File: config.mk
export PLATFORM = sky130hd
export DESIGN_NAME = dbs_sequencer
export DESIGN_NICKNAME = d
export VERILOG_FILES = /design/src/rtl/dbs_pkg.sv /design/src/rtl/dbs_sequencer.sv /design/src/rtl/dbs_ms_timer.sv
export SDC_FILE = /design/constraint.sdc
export NUM_CORES = 1
export LEC_CHECK = 0
export ABC_AREA = 1
export BUFFER_PORTS_ARGS = -buffer_cell sky130_fd_sc_hd__buf_2
export CAP_MARGIN = 20
export CORE_UTILIZATION = 55
export CTS_BUF_LIST = sky130_fd_sc_hd__clkbuf_8
export CTS_CLUSTER_DIAMETER = 50
export DETAILED_ROUTE_END_ITERATION = 6
export PLACE_DENSITY = 0.76
export SLEW_MARGIN = 20
export SYNTH_ARGS = -nofsm -noshare
export SYNTH_HDL_FRONTEND = slang
export SYNTH_HIERARCHICAL = 1
export SYNTH_SLANG_ARGS = --single-unit
export TNS_END_PERCENT = 30
File: constraint.sdc
create_clock -name sys_clk -period 2.1 [get_ports sys_clk]
set_clock_uncertainty 0.05 [all_clocks]
set_input_delay 0.63 -clock sys_clk [delete_from_list [all_inputs] [get_ports sys_clk]]
set_output_delay 0.63 -clock sys_clk [all_outputs]
set_load 0.02 [all_outputs]
File: src/rtl/dbs_pkg.sv
/*
  Shared constants, types and register map of the dynamic brake sequencer.
  Assumes a single 100 MHz safety logic clock and a 32-bit AXI4-Lite register bus.
*/
package dbs_pkg;

  // clock and timing figures
  localparam int CLK_PERIOD_NS = 10;
  localparam int MS_NS = 1000000;
  localparam int MS_CYCLES = MS_NS / CLK_PERIOD_NS;
  localparam int PULSE_MAX_NS = 1000;
  localparam int PULSE_MAX_CYCLES = PULSE_MAX_NS / CLK_PERIOD_NS;
  localparam int STATIC_MAX_NS = 5000000;
  localparam int STATIC_MAX_CYCLES = STATIC_MAX_NS / CLK_PERIOD_NS;

  // register byte offsets
  localparam logic [7:0] OFS_CTRL = 8'h00;
  localparam logic [7:0] OFS_SWITCH_DELAY = 8'h04;
  localparam logic [7:0] OFS_DIAG_DELAY = 8'h08;
  localparam logic [7:0] OFS_STATUS = 8'h0C;
  localparam logic [7:0] OFS_IRQ_STATUS = 8'h10;
  localparam logic [7:0] OFS_IRQ_MASK = 8'h14;

  // control register fields
  localparam int CTRL_ENABLE_BIT = 0;
  localparam int CTRL_RBSEL_LSB = 1;
  localparam int CTRL_DUAL_BIT = 4;

  // reset values
  localparam logic CTRL_ENABLE_RESET = 1'b0;
  localparam logic [2:0] RBSEL_UNUSED = 3'h0;
  localparam logic CTRL_DUAL_RESET = 1'b0;
  localparam logic [15:0] DELAY_RESET_MS = 16'h0001;
  localparam logic [3:0] IRQ_RESET = 4'h0;

  // interrupt status bits
  localparam int IRQ_WIDTH = 4;
  localparam int IRQ_IO_ERR = 0;
  localparam int IRQ_BRAKE_FAIL = 1;
  localparam int IRQ_ENGAGED = 2;
  localparam int IRQ_RELEASED = 3;

  // status register fields
  localparam int STAT_TORQUE_OFF = 0;
  localparam int STAT_CONTACTOR = 1;
  localparam int STAT_DIAG = 2;
  localparam int STAT_BRAKE = 3;
  localparam int STAT_READBACK = 4;
  localparam int STAT_SYS_LSB = 8;
  localparam int STAT_ERR_LSB = 12;
  localparam logic [3:0] SYS_STATE_IO_FAIL = 4'h8;
  localparam logic [3:0] ERR_CODE_BRAKE = 4'h2;

  // bus answers
  localparam logic [1:0] RESP_OKAY = 2'h0;
  localparam logic [1:0] RESP_SLVERR = 2'h2;

  typedef struct packed {
    logic enable;
    logic [2:0] rbSel;
    logic dual;
    logic [15:0] switchMs;
    logic [15:0] diagMs;
  } dbs_cfg_type;

  typedef struct packed {
    logic one;
    logic two;
    logic three;
  } dbs_outs_type;

  typedef enum logic [1:0] {
    ST_IDLE,
    ST_SWITCH_WAIT,
    ST_ENGAGED,
    ST_RELEASE_WAIT
  } dbs_state_type;

endpackage

File: src/rtl/dbs_sequencer.sv
/*
  Dynamic brake sequencer for one axis: torque-off and contactor timing, readback supervision,
  AXI4-Lite registers and interrupt. Assumes safe inputs arrive asynchronously on pins and that
  the torque-off request and restart permit come from logic on sys_clk.
*/
// Implementation choices: the placing of the registers and the AXI4-Lite register port.
`timescale 1ns/1ps
module dbs_sequencer
  import dbs_pkg::*;
#(
  parameter int MS_TICK_CYCLES = MS_CYCLES,
  parameter int STATIC_CYCLES = STATIC_MAX_CYCLES
) (
  // clock and reset
  input wire logic sys_clk,
  input wire logic arst_n,
  // axi4-lite write channels
  input wire logic [7:0] s_axi_awaddr,
  input wire logic s_axi_awvalid,
  output logic s_axi_awready,
  input wire logic [31:0] s_axi_wdata,
  input wire logic [3:0] s_axi_wstrb,
  input wire logic s_axi_wvalid,
  output logic s_axi_wready,
  output logic [1:0] s_axi_bresp,
  output logic s_axi_bvalid,
  input wire logic s_axi_bready,
  // axi4-lite read channels
  input wire logic [7:0] s_axi_araddr,
  input wire logic s_axi_arvalid,
  output logic s_axi_arready,
  output logic [31:0] s_axi_rdata,
  output logic [1:0] s_axi_rresp,
  output logic s_axi_rvalid,
  input wire logic s_axi_rready,
  // safety logic side
  input wire logic torqueOffRequest,
  input wire logic restartPermit,
  output logic torqueOff,
  output logic brakeActive,
  // safe pins
  input wire logic [3:0] safeIn,
  output dbs_outs_type safeOut,
  // interrupt
  output logic irq
);

  dbs_cfg_type cfg;
  dbs_state_type state;
  dbs_state_type next_state;
  logic [IRQ_WIDTH-1:0] irqStatus;
  logic [IRQ_WIDTH-1:0] irqMask;
  logic [IRQ_WIDTH-1:0] irqEvents;
  logic [16:0] tickCnt;
  logic msTick;
  logic startSwitch;
  logic startDiag;
  logic switchDone;
  logic diagDone;
  logic contactorOn;
  logic diagActive;
  logic [3:0] sync1;
  logic [3:0] sync2;
  logic [3:0] sync3;
  logic [3:0] inLevel;
  logic rbLevel;
  logic rbLevelQ;
  logic rbExpected;
  logic [23:0] staticCnt;
  logic [7:0] mismatchCnt;
  logic ioErrEvt;
  logic brakeFailEvt;
  logic wrFire;
  logic rdFire;

  // millisecond tick divider
  always_ff @(posedge sys_clk or negedge arst_n) begin
    if (!arst_n) begin
      tickCnt <= 17'h00000;
    end else if (tickCnt == 17'(MS_TICK_CYCLES - 1)) begin
      tickCnt <= 17'h00000;
    end else begin
      tickCnt <= tickCnt + 17'h00001;
    end
  end
  assign msTick = (tickCnt == 17'(MS_TICK_CYCLES - 1));

  // sequencing of torque-off, contactor and readback hold-off
  always_comb begin
    next_state = state;
    case (state)
      ST_IDLE: begin
        if (torqueOffRequest && cfg.enable) begin
          next_state = ST_SWITCH_WAIT;
        end
      end
      ST_SWITCH_WAIT: begin
        if (switchDone) begin
          next_state = ST_ENGAGED;
        end
      end
      ST_ENGAGED: begin
        if (!torqueOffRequest && restartPermit) begin
          next_state = ST_RELEASE_WAIT;
        end
      end
      ST_RELEASE_WAIT: begin
        if (torqueOffRequest) begin
          next_state = ST_SWITCH_WAIT;
        end else if (switchDone) begin
          next_state = ST_IDLE;
        end
      end
    endcase
  end

  always_ff @(posedge sys_clk or negedge arst_n) begin
    if (!arst_n) begin
      state <= ST_IDLE;
    end else begin
      state <= next_state;
    end
  end

  // switch delay runs on every entry into a waiting state; diag delay on every contactor change
  assign startSwitch = (next_state != state) &&
    (next_state == ST_SWITCH_WAIT || next_state == ST_RELEASE_WAIT);
  assign startDiag = ((next_state == ST_ENGAGED) != (state == ST_ENGAGED));

  dbs_ms_timer switchTimer (.sys_clk(sys_clk), .arst_n(arst_n), .msTick(msTick), .start(startSwitch),
    .loadMs(cfg.switchMs), .expired(switchDone));

  dbs_ms_timer diagTimer (.sys_clk(sys_clk), .arst_n(arst_n), .msTick(msTick), .start(startDiag),
    .loadMs(cfg.diagMs), .expired(diagDone));

  // outputs from flip-flops; contactor and brake status follow the engaged state
  always_ff @(posedge sys_clk or negedge arst_n) begin
    if (!arst_n) begin
      contactorOn <= 1'b0;
      torqueOff <= 1'b0;
      brakeActive <= 1'b0;
      safeOut <= '0;
    end else begin
      contactorOn <= (next_state == ST_ENGAGED);
      brakeActive <= (next_state == ST_ENGAGED);
      // without the brake configured torque-off simply follows the request
      torqueOff <= (next_state != ST_IDLE) || torqueOffRequest;
      safeOut.one <= (next_state == ST_ENGAGED);
      safeOut.two <= cfg.dual ? (next_state == ST_ENGAGED) : cfg.enable;
      safeOut.three <= cfg.dual && cfg.enable;
    end
  end

  // three-stage synchroniser; a level counts once stages two and three agree
  always_ff @(posedge sys_clk or negedge arst_n) begin
    if (!arst_n) begin
      sync1 <= 4'h0;
      sync2 <= 4'h0;
      sync3 <= 4'h0;
      inLevel <= 4'h0;
    end else begin
      sync1 <= safeIn;
      sync2 <= sync1;
      sync3 <= sync2;
      for (int i = 0; i < 4; i++) begin
        if (sync2[i] == sync3[i]) begin
          inLevel[i] <= sync3[i];
        end
      end
    end
  end

  assign rbLevel = (cfg.rbSel == RBSEL_UNUSED) ? 1'b0 : inLevel[2'(cfg.rbSel - 3'h1)];
  assign rbExpected = contactorOn;
  // an unused readback source leaves the diagnosis off entirely
  assign diagActive = diagDone && (cfg.rbSel != RBSEL_UNUSED) && (state != ST_RELEASE_WAIT);

  // static and mismatch watchers; each reports once at its threshold, then saturates
  always_ff @(posedge sys_clk or negedge arst_n) begin
    if (!arst_n) begin
      rbLevelQ <= 1'b0;
      staticCnt <= 24'h000000;
      mismatchCnt <= 8'h00;
    end else begin
      rbLevelQ <= rbLevel;
      if (!diagActive || !rbExpected || rbLevel != rbLevelQ) begin
        staticCnt <= 24'h000000;
      end else if (staticCnt != 24'(STATIC_CYCLES)) begin
        staticCnt <= staticCnt + 24'h000001;
      end
      if (!diagActive || rbLevel == rbExpected) begin
        mismatchCnt <= 8'h00;
      end else if (mismatchCnt != 8'(PULSE_MAX_CYCLES)) begin
        mismatchCnt <= mismatchCnt + 8'h01;
      end
    end
  end

  // test pulses shorter than the mismatch limit are tolerated
  assign ioErrEvt = diagActive && (staticCnt == 24'(STATIC_CYCLES - 1)) && (rbLevel == rbLevelQ);
  assign brakeFailEvt = diagActive && (mismatchCnt == 8'(PULSE_MAX_CYCLES - 1)) && (rbLevel != rbExpected);

  assign irqEvents = {state == ST_RELEASE_WAIT && next_state == ST_IDLE, next_state == ST_ENGAGED &&
    state != ST_ENGAGED, brakeFailEvt, ioErrEvt};

  // register bus handshakes: write address and data are taken together
  assign s_axi_awready = s_axi_awvalid && s_axi_wvalid && !s_axi_bvalid;
  assign s_axi_wready = s_axi_awready;
  assign wrFire = s_axi_awready;
  assign s_axi_arready = !s_axi_rvalid;
  assign rdFire = s_axi_arvalid && s_axi_arready;

  // configuration registers
  always_ff @(posedge sys_clk or negedge arst_n) begin
    if (!arst_n) begin
      cfg.enable <= CTRL_ENABLE_RESET;
      cfg.rbSel <= RBSEL_UNUSED;
      cfg.dual <= CTRL_DUAL_RESET;
      cfg.switchMs <= DELAY_RESET_MS;
      cfg.diagMs <= DELAY_RESET_MS;
      irqMask <= IRQ_RESET;
    end else if (wrFire) begin
      if (s_axi_awaddr == OFS_CTRL) begin
        if (s_axi_wstrb[0]) begin
          cfg.enable <= s_axi_wdata[CTRL_ENABLE_BIT];
          cfg.rbSel <= s_axi_wdata[CTRL_RBSEL_LSB +: 3];
          cfg.dual <= s_axi_wdata[CTRL_DUAL_BIT];
        end
      end else if (s_axi_awaddr == OFS_SWITCH_DELAY) begin
        cfg.switchMs <= {s_axi_wstrb[1] ? s_axi_wdata[15:8] : cfg.switchMs[15:8],
          s_axi_wstrb[0] ? s_axi_wdata[7:0] : cfg.switchMs[7:0]};
      end else if (s_axi_awaddr == OFS_DIAG_DELAY) begin
        cfg.diagMs <= {s_axi_wstrb[1] ? s_axi_wdata[15:8] : cfg.diagMs[15:8],
          s_axi_wstrb[0] ? s_axi_wdata[7:0] : cfg.diagMs[7:0]};
      end else if (s_axi_awaddr == OFS_IRQ_MASK) begin
        if (s_axi_wstrb[0]) begin
          irqMask <= s_axi_wdata[IRQ_WIDTH-1:0];
        end
      end
    end
  end

  // sticky status, write one to clear; a new event in the same cycle wins
  always_ff @(posedge sys_clk or negedge arst_n) begin
    if (!arst_n) begin
      irqStatus <= IRQ_RESET;
    end else if (wrFire && s_axi_awaddr == OFS_IRQ_STATUS && s_axi_wstrb[0]) begin
      irqStatus <= (irqStatus & ~s_axi_wdata[IRQ_WIDTH-1:0]) | irqEvents;
    end else begin
      irqStatus <= irqStatus | irqEvents;
    end
  end

  assign irq = |(irqStatus & irqMask);

  // write response
  always_ff @(posedge sys_clk or negedge arst_n) begin
    if (!arst_n) begin
      s_axi_bvalid <= 1'b0;
      s_axi_bresp <= RESP_OKAY;
    end else if (wrFire) begin
      s_axi_bvalid <= 1'b1;
      if (s_axi_awaddr == OFS_CTRL || s_axi_awaddr == OFS_SWITCH_DELAY || s_axi_awaddr == OFS_DIAG_DELAY ||
          s_axi_awaddr == OFS_STATUS || s_axi_awaddr == OFS_IRQ_STATUS || s_axi_awaddr == OFS_IRQ_MASK) begin
        s_axi_bresp <= RESP_OKAY;
      end else begin
        s_axi_bresp <= RESP_SLVERR;
      end
    end else if (s_axi_bready) begin
      s_axi_bvalid <= 1'b0;
    end
  end

  // read data; the status word carries the I/O fail system state while a brake failure or I/O error stands, and the error code while a brake failure stands
  always_ff @(posedge sys_clk or negedge arst_n) begin
    if (!arst_n) begin
      s_axi_rvalid <= 1'b0;
      s_axi_rdata <= 32'h00000000;
      s_axi_rresp <= RESP_OKAY;
    end else if (rdFire) begin
      s_axi_rvalid <= 1'b1;
      s_axi_rresp <= RESP_OKAY;
      s_axi_rdata <= 32'h00000000;
      if (s_axi_araddr == OFS_CTRL) begin
        s_axi_rdata[CTRL_ENABLE_BIT] <= cfg.enable;
        s_axi_rdata[CTRL_RBSEL_LSB +: 3] <= cfg.rbSel;
        s_axi_rdata[CTRL_DUAL_BIT] <= cfg.dual;
      end else if (s_axi_araddr == OFS_SWITCH_DELAY) begin
        s_axi_rdata[15:0] <= cfg.switchMs;
      end else if (s_axi_araddr == OFS_DIAG_DELAY) begin
        s_axi_rdata[15:0] <= cfg.diagMs;
      end else if (s_axi_araddr == OFS_STATUS) begin
        s_axi_rdata[STAT_TORQUE_OFF] <= torqueOff;
        s_axi_rdata[STAT_CONTACTOR] <= contactorOn;
        s_axi_rdata[STAT_DIAG] <= diagActive;
        s_axi_rdata[STAT_BRAKE] <= brakeActive;
        s_axi_rdata[STAT_READBACK] <= rbLevel;
        if (irqStatus[IRQ_BRAKE_FAIL] || irqStatus[IRQ_IO_ERR]) begin
          s_axi_rdata[STAT_SYS_LSB +: 4] <= SYS_STATE_IO_FAIL;
        end
        if (irqStatus[IRQ_BRAKE_FAIL]) begin
          s_axi_rdata[STAT_ERR_LSB +: 4] <= ERR_CODE_BRAKE;
        end
      end else if (s_axi_araddr == OFS_IRQ_STATUS) begin
        s_axi_rdata[IRQ_WIDTH-1:0] <= irqStatus;
      end else if (s_axi_araddr == OFS_IRQ_MASK) begin
        s_axi_rdata[IRQ_WIDTH-1:0] <= irqMask;
      end else begin
        s_axi_rresp <= RESP_SLVERR;
      end
    end else if (s_axi_rready) begin
      s_axi_rvalid <= 1'b0;
    end
  end
endmodule

File: src/rtl/dbs_ms_timer.sv
/*
  Millisecond delay timer for the dynamic brake sequencer.
  Assumes a one-cycle millisecond tick from the caller's divider.
*/
`timescale 1ns/1ps
module dbs_ms_timer
  import dbs_pkg::*;
(
  // clock and reset
  input wire logic sys_clk,
  input wire logic arst_n,
  // control
  input wire logic msTick,
  input wire logic start,
  input wire logic [15:0] loadMs,
  // state
  output logic expired
);

  logic [15:0] count;
  logic busy;

  // ticks are free running, so a delay of n ms lasts between n and n+1 ms, never less
  always_ff @(posedge sys_clk or negedge arst_n) begin
    if (!arst_n) begin
      count <= 16'h0000;
      busy <= 1'b0;
    end else if (start) begin
      count <= loadMs;
      busy <= 1'b1;
    end else if (busy && msTick) begin
      if (count == 16'h0000) begin
        busy <= 1'b0;
      end else begin
        count <= count - 16'h0001;
      end
    end
  end

  assign expired = !busy;

endmodule

==> results of run 1 <==
state kept, by name, indices dropped and copies added (netlist names), 4 cells and up:
name / flops
tickCnt: 17
sync2: 4
sync1: 4
irqStatus: 4
s_axi_rdata: 16
staticCnt: 24
diagTimer/count: 16
switchTimer/count: 16
sync3: 4
cfg: 37
mismatchCnt: 8
irqMask: 4
inLevel: 4
how the worst max path moves through the flow:
stage               cells after the start                   to        startpoint
detailed placement                     14  diagTimer/count[10]  torqueOffRequest
global route                            3                  irq      irqStatus[1]
finish                                  3                  irq      irqStatus[1]
CTS                                    14   diagTimer/count[4]          state[1]
floorplan                              15   diagTimer/count[1]  torqueOffRequest
global placement                       14  diagTimer/count[10]  torqueOffRequest
cell type report:
cell class | count | area (µm²)
clock inverters | 15 | 168.9
repair buffers | 126 | 830.8
clock buffers | 17 | 234.0
inverters | 155 | 608.1
multi-input cells | 902 | 4462
flip-flops and latches | 171 | 4285
fillers | 1496 | 5837
well taps | 220 | 275.3
through the flow:
step | setup WS (ns) | total power, mW
2_1_floorplan | -0.007509 | 3.650
3_3_place_gp | -0.3200 | 3.850
3_5_place_dp | -0.3628 | 3.859
4_1_cts | 0.03537 | 6.193
5_1_grt | 0.004107 | 6.385
6_report | 0.07080 | 6.154
power groups by stage:
stage	combinational (mW)	sequential, mW	clock [mW]
finish	0.415	3.37	2.36
global route	0.460	3.38	2.54
CTS	0.422	3.38	2.40
detailed placement	0.419	3.44	0
global placement	0.412	3.44	0
floorplan	0.187	3.46	0
routing by layer:
layer	share of wire	GRT usage
met3	0.048	0.05251
met1	0.47	0.3773
met4	0.017	0.09217
met2	0.47	0.4395
met5	0	0
timing repair:
action	in CTS	in global routing
gates resized for setup	2	15
pin swaps	0	1
endpoints found under the setup margin	10	32
buffers inserted	0	1
cell usage in the layout (no fill, tap or decap), drive strengths merged, types with 18 or more instances in the layout:
master and n:
nand2 376, a21oi 29, xor2 30, nand4 22, inv 163, o21ai 65, conb 18, buf 126
nor3 39, dfrtp 169, nor2 169, nand3 86
cell families (layout without fill, tap and decap cells):
family | count (synthesis) | after routing | synth area share
AOI/OAI and AO/OA | 122 | 122 | 0.07756
xor gates and xnor gates | 40 | 40 | 0.03687
adders and majority gates | 13 | 13 | 0.01607
buffers and inverters | 195 | 313 | 0.09231
DFF | 171 | 171 | 0.4506
other | 1 | 18 | 0.0003947
and+or+nand+nor | 709 | 709 | 0.3262
==> flow_metrics.env, run 1 <==
export IMPL_synth_avg_cell_area_um2=7.595
export IMPL_finish_utilization=0.6505
export IMPL_place_area_um2=10410
export IMPL_die_h_um=133.4
export IMPL_route_vias_total=8306
export IMPL_hold_violations=0
export IMPL_ir_drop_mv=0.4498
export IMPL_setup_tns_ns=0
export IMPL_fin_crit_ns=2.029
export IMPL_slew_violations=0
export IMPL_critPathMaxFanout=5
export IMPL_crit_chain="nand2_1, nand4_1, buf_2"
export IMPL_cp_arrival_ns=1.35
export IMPL_cts_buffers_inserted=17
export IMPL_worst_path_buf_inv=1
export IMPL_p_comb_frac=0.067
export IMPL_fmax_mhz=492.8
export IMPL_rsz0062_at_grt="false"
export IMPL_min_path_type="primary input to async pin"
export IMPL_first_pass_iters=5
export IMPL_swShare=0.2882
export IMPL_cts_hold_buf=0
export IMPL_synth_top_cell_by_area="dfrtp_1"
export IMPL_finalWeightedCongestion=0.9154
export IMPL_dp_hpwl_mm=17.22
export IMPL_clockBufferDepth=2
export IMPL_nNetsFinal=1447
export IMPL_synth_seq_area_share=0.4506
export IMPL_cp_start_kind="flop"
export IMPL_dieArea_um2=17800
export IMPL_rrSetupSlack_ns=0.12
export IMPL_clk_latency_ns=0.48
export IMPL_root_buffer="clkbuf_8"
export IMPL_syn_cell_area_um2=9502
export IMPL_die_w_um=133.4
export IMPL_status="completed"
export IMPL_grt_overflow=0
export IMPL_drive_above_1_share=0.1760
export IMPL_diodes=0
export IMPL_via_per_inst=5.172
export IMPL_core_area_um2=16700
export IMPL_first_iter_violations=552
export IMPL_synthTopCellsByCount="nand2_1, dfrtp_1, nor2_1, inv_1, nand3_1"
export IMPL_grt_pass1_wl_mm=38.50
export IMPL_final_area_um2=10860
export IMPL_syn_inst=1251
export IMPL_antenna_found_initial=1
export IMPL_power_internal_mw=4.381
export IMPL_tightest_slew_ns=0.5439
export IMPL_power_switching_mw=1.774
export IMPL_async_reset_ff_frac=1.000
export IMPL_synth_warning_count=6
export IMPL_yosysTopAreaCellShare=0.4451
export IMPL_wirelength_mm=23.03
export IMPL_io_buffers=75
export IMPL_relSlewSlack=0.6374
export IMPL_power_share_clock=0.384
export IMPL_grt_pass1_vias=7919
export IMPL_synth_edf_count=0
export IMPL_regToRegStartpoint="state[0]"
export IMPL_end_kind="output port"
export IMPL_synthFlopType="dfrtp_1"
export IMPL_reg2reg_depth=13
export IMPL_h_tree_depth=4
export IMPL_synthToLayoutAreaGrowth_pct=14.34
export IMPL_rows=47
export IMPL_cts_sinks=171
export IMPL_fin_cells=1606
export IMPL_grt_usage=0.2753
export IMPL_fin_hold_ws_ns=0.05041
export IMPL_cp_slowest_stage_delay_ns=0.45
export IMPL_postRouteAntennaNets=0
export IMPL_synth_cell_type_count=46
export IMPL_synth_area_leaders="dfrtp_1, nand2_1, nor2_1"
export IMPL_critPathTopFamily="flip-flops"
export IMPL_leakage_nw=5.616
export IMPL_setup_viol=0
export IMPL_wire_per_inst_um=14.34
export IMPL_start_util=0.5689
export IMPL_crit_required_ns=1.42
export IMPL_ys_seq_elements=171
export IMPL_r2r_end="diagTimer/count[4]"
export IMPL_cts_tree="done"
export IMPL_clkTransAtPathRegs_ns=0.11
export IMPL_pwr_share_seq=0.548
export IMPL_cap_violations=0
export IMPL_crit_slowest_cell="dfrtp_1"
export IMPL_route_detailed_drc=0
export IMPL_fin_crit_sh=0.9663
export IMPL_pin_count=112
export IMPL_worstSetupPathType="flop to output port"
export IMPL_grt_start_max_net_pins=50
export IMPL_powerDensity_nw_per_um2=566.5
export IMPL_synth_most_common_cell="nand2_1"
export IMPL_placed_cells=1573
Note: power is estimated with default switching activity, not from simulation.
==> run 2: changes to the inputs <==
==> constraint.sdc (replaced) <==
create_clock -name sys_clk -period 2.1 [get_ports sys_clk]
set_clock_uncertainty 0.05 [all_clocks]
set_input_delay 0.21 -clock sys_clk [delete_from_list [all_inputs] [get_ports sys_clk]]
set_output_delay 0.21 -clock sys_clk [all_outputs]
set_load 0.02 [all_outputs]
==> flow_metrics.env, run 2 (synthesized netlist as in run 1, its figures left out) <==
export IMPL_fmax_mhz=491.0
export IMPL_ir_drop_mv=0.4338
export IMPL_grt_pass1_vias=8024
export IMPL_wirelength_mm=22.85
export IMPL_slew_violations=0
export IMPL_grt_pass1_wl_mm=38.38
export IMPL_reg_largest_list="cfg: 37 flops, staticCnt: 24 flops, tickCnt: 17 flops"
export IMPL_cp_start_kind="flop"
export IMPL_postRouteAntennaNets=0
export IMPL_cap_violations=0
export IMPL_route_detailed_drc=0
export IMPL_rows=47
export IMPL_end_kind="flop"
export IMPL_die_w_um=133.4
export IMPL_first_iter_violations=633
export IMPL_drive_above_1_share=0.1656
export IMPL_start_util=0.5689
export IMPL_io_buffers=75
export IMPL_swShare=0.2827
export IMPL_route_vias_total=8451
export IMPL_p_comb_frac=0.071
export IMPL_diodes=0
export IMPL_dieArea_um2=17800
export IMPL_power_internal_mw=4.382
export IMPL_clockBufferDepth=2
export IMPL_hold_violations=0
export IMPL_cts_buffers_inserted=17
export IMPL_cp_arrival_ns=2.38
export IMPL_grt_usage=0.2717
export IMPL_powerDensity_nw_per_um2=558.2
export IMPL_fin_cells=1621
export IMPL_root_buffer="clkbuf_8"
export IMPL_layout_common_cells="nand2_1, dfrtp_1, nor2_1, inv_1, nand3_1"
export IMPL_relSlewSlack=0.5745
export IMPL_h_tree_depth=4
export IMPL_wire_per_inst_um=14.10
export IMPL_critPathMaxFanout=10
export IMPL_finalWeightedCongestion=0.8930
export IMPL_fin_crit_sh=0.9698
export IMPL_place_area_um2=10250
export IMPL_placed_cells=1562
export IMPL_worst_path_buf_inv=6
export IMPL_regMostFlops="cfg"
export IMPL_tightest_slew_ns=0.6359
export IMPL_first_pass_iters=5
export IMPL_nNetsFinal=1462
export IMPL_largest_reg_flops=37
export IMPL_setup_viol=0
export IMPL_cts_sinks=171
export IMPL_fin_crit_ns=2.037
export IMPL_grt_overflow=0
export IMPL_worstSetupPathType="flop to flop"
export IMPL_finish_utilization=0.6554
export IMPL_status="completed"
export IMPL_final_common_cell="nand2_1"
export IMPL_grt_start_max_net_pins=56
export IMPL_pin_count=112
export IMPL_crit_required_ns=2.44
export IMPL_power_switching_mw=1.728
export IMPL_pwr_share_seq=0.553
export IMPL_fin_hold_ws_ns=0.02350
export IMPL_antenna_found_initial=0
export IMPL_leakage_nw=5.670
export IMPL_min_path_type="primary input to flop"
export IMPL_cp_slowest_stage_delay_ns=0.40
export IMPL_crit_slowest_cell="dfrtp_1"
export IMPL_core_area_um2=16700
export IMPL_setup_tns_ns=0
export IMPL_critPathTopFamily="simple AND/OR/NAND/NOR gates"
export IMPL_die_h_um=133.4
export IMPL_clkTransAtPathRegs_ns=0.11
export IMPL_crit_chain="inv_2, inv_1, a21oi_2, nor2_2, nand2_1, inv_2, ha_4, inv_1, inv_2, nand3_2, nand2_4, buf_4, nand2_1, nand2_1, nor2_1"
export IMPL_cts_tree="done"
export IMPL_synthToLayoutAreaGrowth_pct=15.20
export IMPL_via_per_inst=5.213
export IMPL_clk_latency_ns=0.49
export IMPL_power_share_clock=0.376
export IMPL_rsz0062_at_grt="true"
export IMPL_final_area_um2=10950
export IMPL_dp_hpwl_mm=16.97
==> run 2: cell types whose count changed in the layout (fill, tap and decap cells not counted), moves of 3 or more <==
cell,previous run,this run
buf_12,5,2
clkinv_4,1,4
dlygate4sd3_1,0,24
buf_4,45,39
==> run 2: power groups by stage <==
stage	sequential (mW)	clock, mW	combinational, mW
2_1_floorplan	3.46	0	0.186
3_3_place_gp	3.44	0	0.395
3_5_place_dp	3.44	0	0.400
4_1_cts	3.38	2.34	0.439
5_1_grt	3.39	2.47	0.484
6_report	3.38	2.30	0.437
==> run 2: worst reg2reg max path, stage by stage, from the launching register on <==
cell	delay, ns
dfrtp_1	0.40
inv_2	0.08
inv_1	0.07
a21oi_2	0.16
nor2_2	0.06
nand2_1	0.10
inv_2	0.07
ha_4	0.27
inv_1	0.05
inv_2	0.11
nand3_2	0.11
nand2_4	0.17
buf_4	0.14
nand2_1	0.04
nand2_1	0.05
nor2_1	0.04
==> run 2: repair_timing <==
action,CTS,global route
hold buffers,24,0
buffers inserted,2,1
endpoints found under the hold margin,203,0
pin swaps,1,0
gates resized for setup,3,16
setup endpoints to repair,14,32
==> run 2: final timing paths <==
| kind | from | to | slack, ns | cells past startpoint |
|---|---|---|---|---|
| worst max-delay path | switchTimer/busy | diagTimer/count[11] | 0.06 | 15 |
| worst min-delay path | s_axi_wdata[0] | cfg[0] | 0.02 | 3 |
| worst max register to register | switchTimer/busy | diagTimer/count[11] | 0.06 | 15 |
| worst min register to register | sync1[0] | sync2[0] | 0.31 | 0 |
| max in group asynchronous | arst_n | state[0] | 1.20 | 3 |
| min in group asynchronous | arst_n | diagTimer/count[8] | 0.14 | 2 |
==> run 2: routing by layer <==
metal,wire length (µm),global-route usage
met5,0,0
met2,10790,0.4418
met4,330,0.07702
met3,1074,0.04756
met1,10660,0.3741
==> run 2: final cells by class <==
type | instances | area, µm²
inverters | 155 | 586.8
flip-flops and latches | 171 | 4283
clock buffers | 17 | 234.0
multi-input cells | 902 | 4444
well taps | 220 | 275.3
clock inverters | 15 | 156.4
repair buffers | 141 | 965.9
fillers | 1446 | 5756
==> run 2: metrics by stage <==
| step | power [mW] | worst slack, ns |
|---|---|---|
| finish | 6.110 | 0.06335 |
| global route | 6.337 | -0.01671 |
| CTS | 6.156 | 0.03243 |
| detailed placement | 3.842 | -0.1117 |
| global placement | 3.833 | -0.02535 |
| floorplan | 3.649 | 0.06432 |
==> run 3: changes to the inputs <==
--- a/config.mk
+++ b/config.mk
@@ -8,6 +8,7 @@
 export ABC_AREA = 1
 export BUFFER_PORTS_ARGS = -buffer_cell sky130_fd_sc_hd__buf_2
 export CAP_MARGIN = 20
+export CORE_MARGIN = 3
 export CORE_UTILIZATION = 55
 export CTS_BUF_LIST = sky130_fd_sc_hd__clkbuf_8
 export CTS_CLUSTER_DIAMETER = 50
==> flow_metrics.env, run 3 (synthesized netlist as in run 1, its figures left out) <==
export IMPL_via_per_inst=5.198
export IMPL_first_iter_violations=573
export IMPL_setup_tns_ns=0
export IMPL_h_tree_depth=4
export IMPL_fmax_mhz=482.9
export IMPL_cp_slowest_stage_delay_ns=0.42
export IMPL_end_kind="flop"
export IMPL_setup_slack_ns=0.02939
export IMPL_start_util=0.5669
export IMPL_whs_path_depth=3
export IMPL_ir_drop_mv=0.5313
export IMPL_grt_pass1_wl_mm=37.59
export IMPL_dp_slack_ns=0.001423
export IMPL_cts_sinks=171
export IMPL_diodes=0
export IMPL_layout_common_cells="nand2_1, dfrtp_1, nor2_1, inv_1, nand3_1"
export IMPL_rows=47
export IMPL_largest_reg_flops=37
export IMPL_first_pass_iters=5
export IMPL_crit_slowest_cell="dfrtp_1"
export IMPL_drive_above_1_share=0.1639
export IMPL_cp_start_kind="flop"
export IMPL_powerDensity_nw_per_um2=562.5
export IMPL_crit_chain="inv_2, inv_2, a21oi_2, nor2_2, nand2_1, inv_1, ha_1, inv_1, inv_2, nand2_1, nand2_4, buf_4, nand2_1, o21ai_2"
export IMPL_grt_pass1_vias=7799
export IMPL_core_area_um2=16760
export IMPL_wire_per_inst_um=14.14
export IMPL_cap_violations=0
export IMPL_reg2reg_depth=14
export IMPL_hold_violations=0
export IMPL_rrSetupSlack_ns=0.03
export IMPL_pin_count=112
export IMPL_cp_arrival_ns=2.37
export IMPL_finalWeightedCongestion=0.9351
export IMPL_seq_area_um2=4283
export IMPL_die_h_um=137.4
export IMPL_clockBufferDepth=2
export IMPL_cts_tree="done"
export IMPL_die_w_um=137.4
export IMPL_fin_crit_ns=2.071
export IMPL_relSlewSlack=0.6008
export IMPL_io_buffers=75
export IMPL_root_buffer="clkbuf_8"
export IMPL_hold_path_end="cfg[18]"
export IMPL_regToRegStartpoint="switchTimer/busy"
export IMPL_rsz0062_at_grt="true"
export IMPL_grt_start_max_net_pins=52
export IMPL_critPathMaxFanout=9
export IMPL_grt_usage=0.2516
export IMPL_route_vias_total=8405
export IMPL_cts_buffers_inserted=17
export IMPL_min_delay_start="s_axi_wdata[2]"
export IMPL_dieArea_um2=18890
export IMPL_regMostFlops="cfg"
export IMPL_status="completed"
export IMPL_placed_cells=1556
export IMPL_final_common_cell="nand2_1"
export IMPL_route_detailed_drc=0
export IMPL_clkTransAtPathRegs_ns=0.11
export IMPL_slew_violations=0
export IMPL_multiInputGateArea_um2=4463
export IMPL_synthToLayoutAreaGrowth_pct=15.18
export IMPL_r2r_end="diagTimer/count[0]"
export IMPL_p_total_mw=6.156
export IMPL_finish_utilization=0.6530
export IMPL_antenna_found_initial=0
export IMPL_dp_hpwl_mm=17.09
export IMPL_num_fill_cells=1504
export IMPL_setup_viol=0
export IMPL_reg_largest_list="cfg: 37 flops, staticCnt: 24 flops, tickCnt: 17 flops"
export IMPL_tightest_slew_ns=0.5967
export IMPL_grt_overflow=0
export IMPL_wirelength_mm=22.87
export IMPL_fin_cells=1617
export IMPL_postRouteAntennaNets=0
export IMPL_leakage_nw=5.659
export IMPL_worstSetupPathType="flop to flop"
export IMPL_clk_latency_ns=0.47
export IMPL_crit_required_ns=2.40
export IMPL_fin_crit_sh=0.9860
export IMPL_min_path_type="primary input to flop"
export IMPL_nNetsFinal=1458
[run 3: layer usage]
metal	part of all wire	vias to the layer above	track usage
met5	0	-	0
li1	-	4199	-
met4	0.017	0	0.07151
met2	0.47	235	0.3891
met3	0.051	30	0.04602
met1	0.47	3941	0.3640
[run 3: timing repair]
action | CTS | global route
cloned | 0 | 1
buffers inserted | 0 | 4
hold endpoints to repair | 80 | 0
gates resized for setup | 2 | 22
setup endpoints to repair | 2 | 33
hold buffers | 24 | 0
pin swaps | 0 | 3
[run 3: cell type report]
class,count,area share
sequential,171,0.3913
timing repair buffer,136,0.08483
inverter,155,0.05373
clock buffer,17,0.02138
multi-input combinational,903,0.4078
clock inverter,15,0.01578
tap,220,0.02515
[run 3: where the power goes]
group          internal (mW)  total [mW]  switching [mW]
clock network          0.910        2.35            1.44
registers               3.34        3.38          0.0313
logic                  0.146       0.433           0.287
total                   4.40        6.16            1.76
[run 3: worst max-delay path by stage]
stage / start / to / depth (start not counted)
finish: switchTimer/busy / diagTimer/count[0] / 14
detailed placement: state[1] / switchTimer/count[10] / 12
floorplan: cfg[36] / diagTimer/count[1] / 15
CTS: switchTimer/busy / diagTimer/count[10] / 14
global route: switchTimer/busy / diagTimer/count[0] / 14
global placement: state[1] / switchTimer/count[10] / 12
[run 3: worst max-delay path, delay by kind of cell, from the launching register on]
family          cells  cell delay (ns)
buf+inv             6             0.55
simple gates        5             0.45
flops               1             0.42
fa+ha+maj           1             0.30
compound gates      2             0.19
[run 3: stage by stage]
stage / area (µm²) / hold slack (ns)
2_1_floorplan: 9565 / -0.1356
3_3_place_gp: 10200 / 0.1455
3_5_place_dp: 10200 / 0.1478
4_1_cts: 10850 / 0.04094
5_1_grt: 10940 / 0.05090
6_report: 10940 / 0.06087
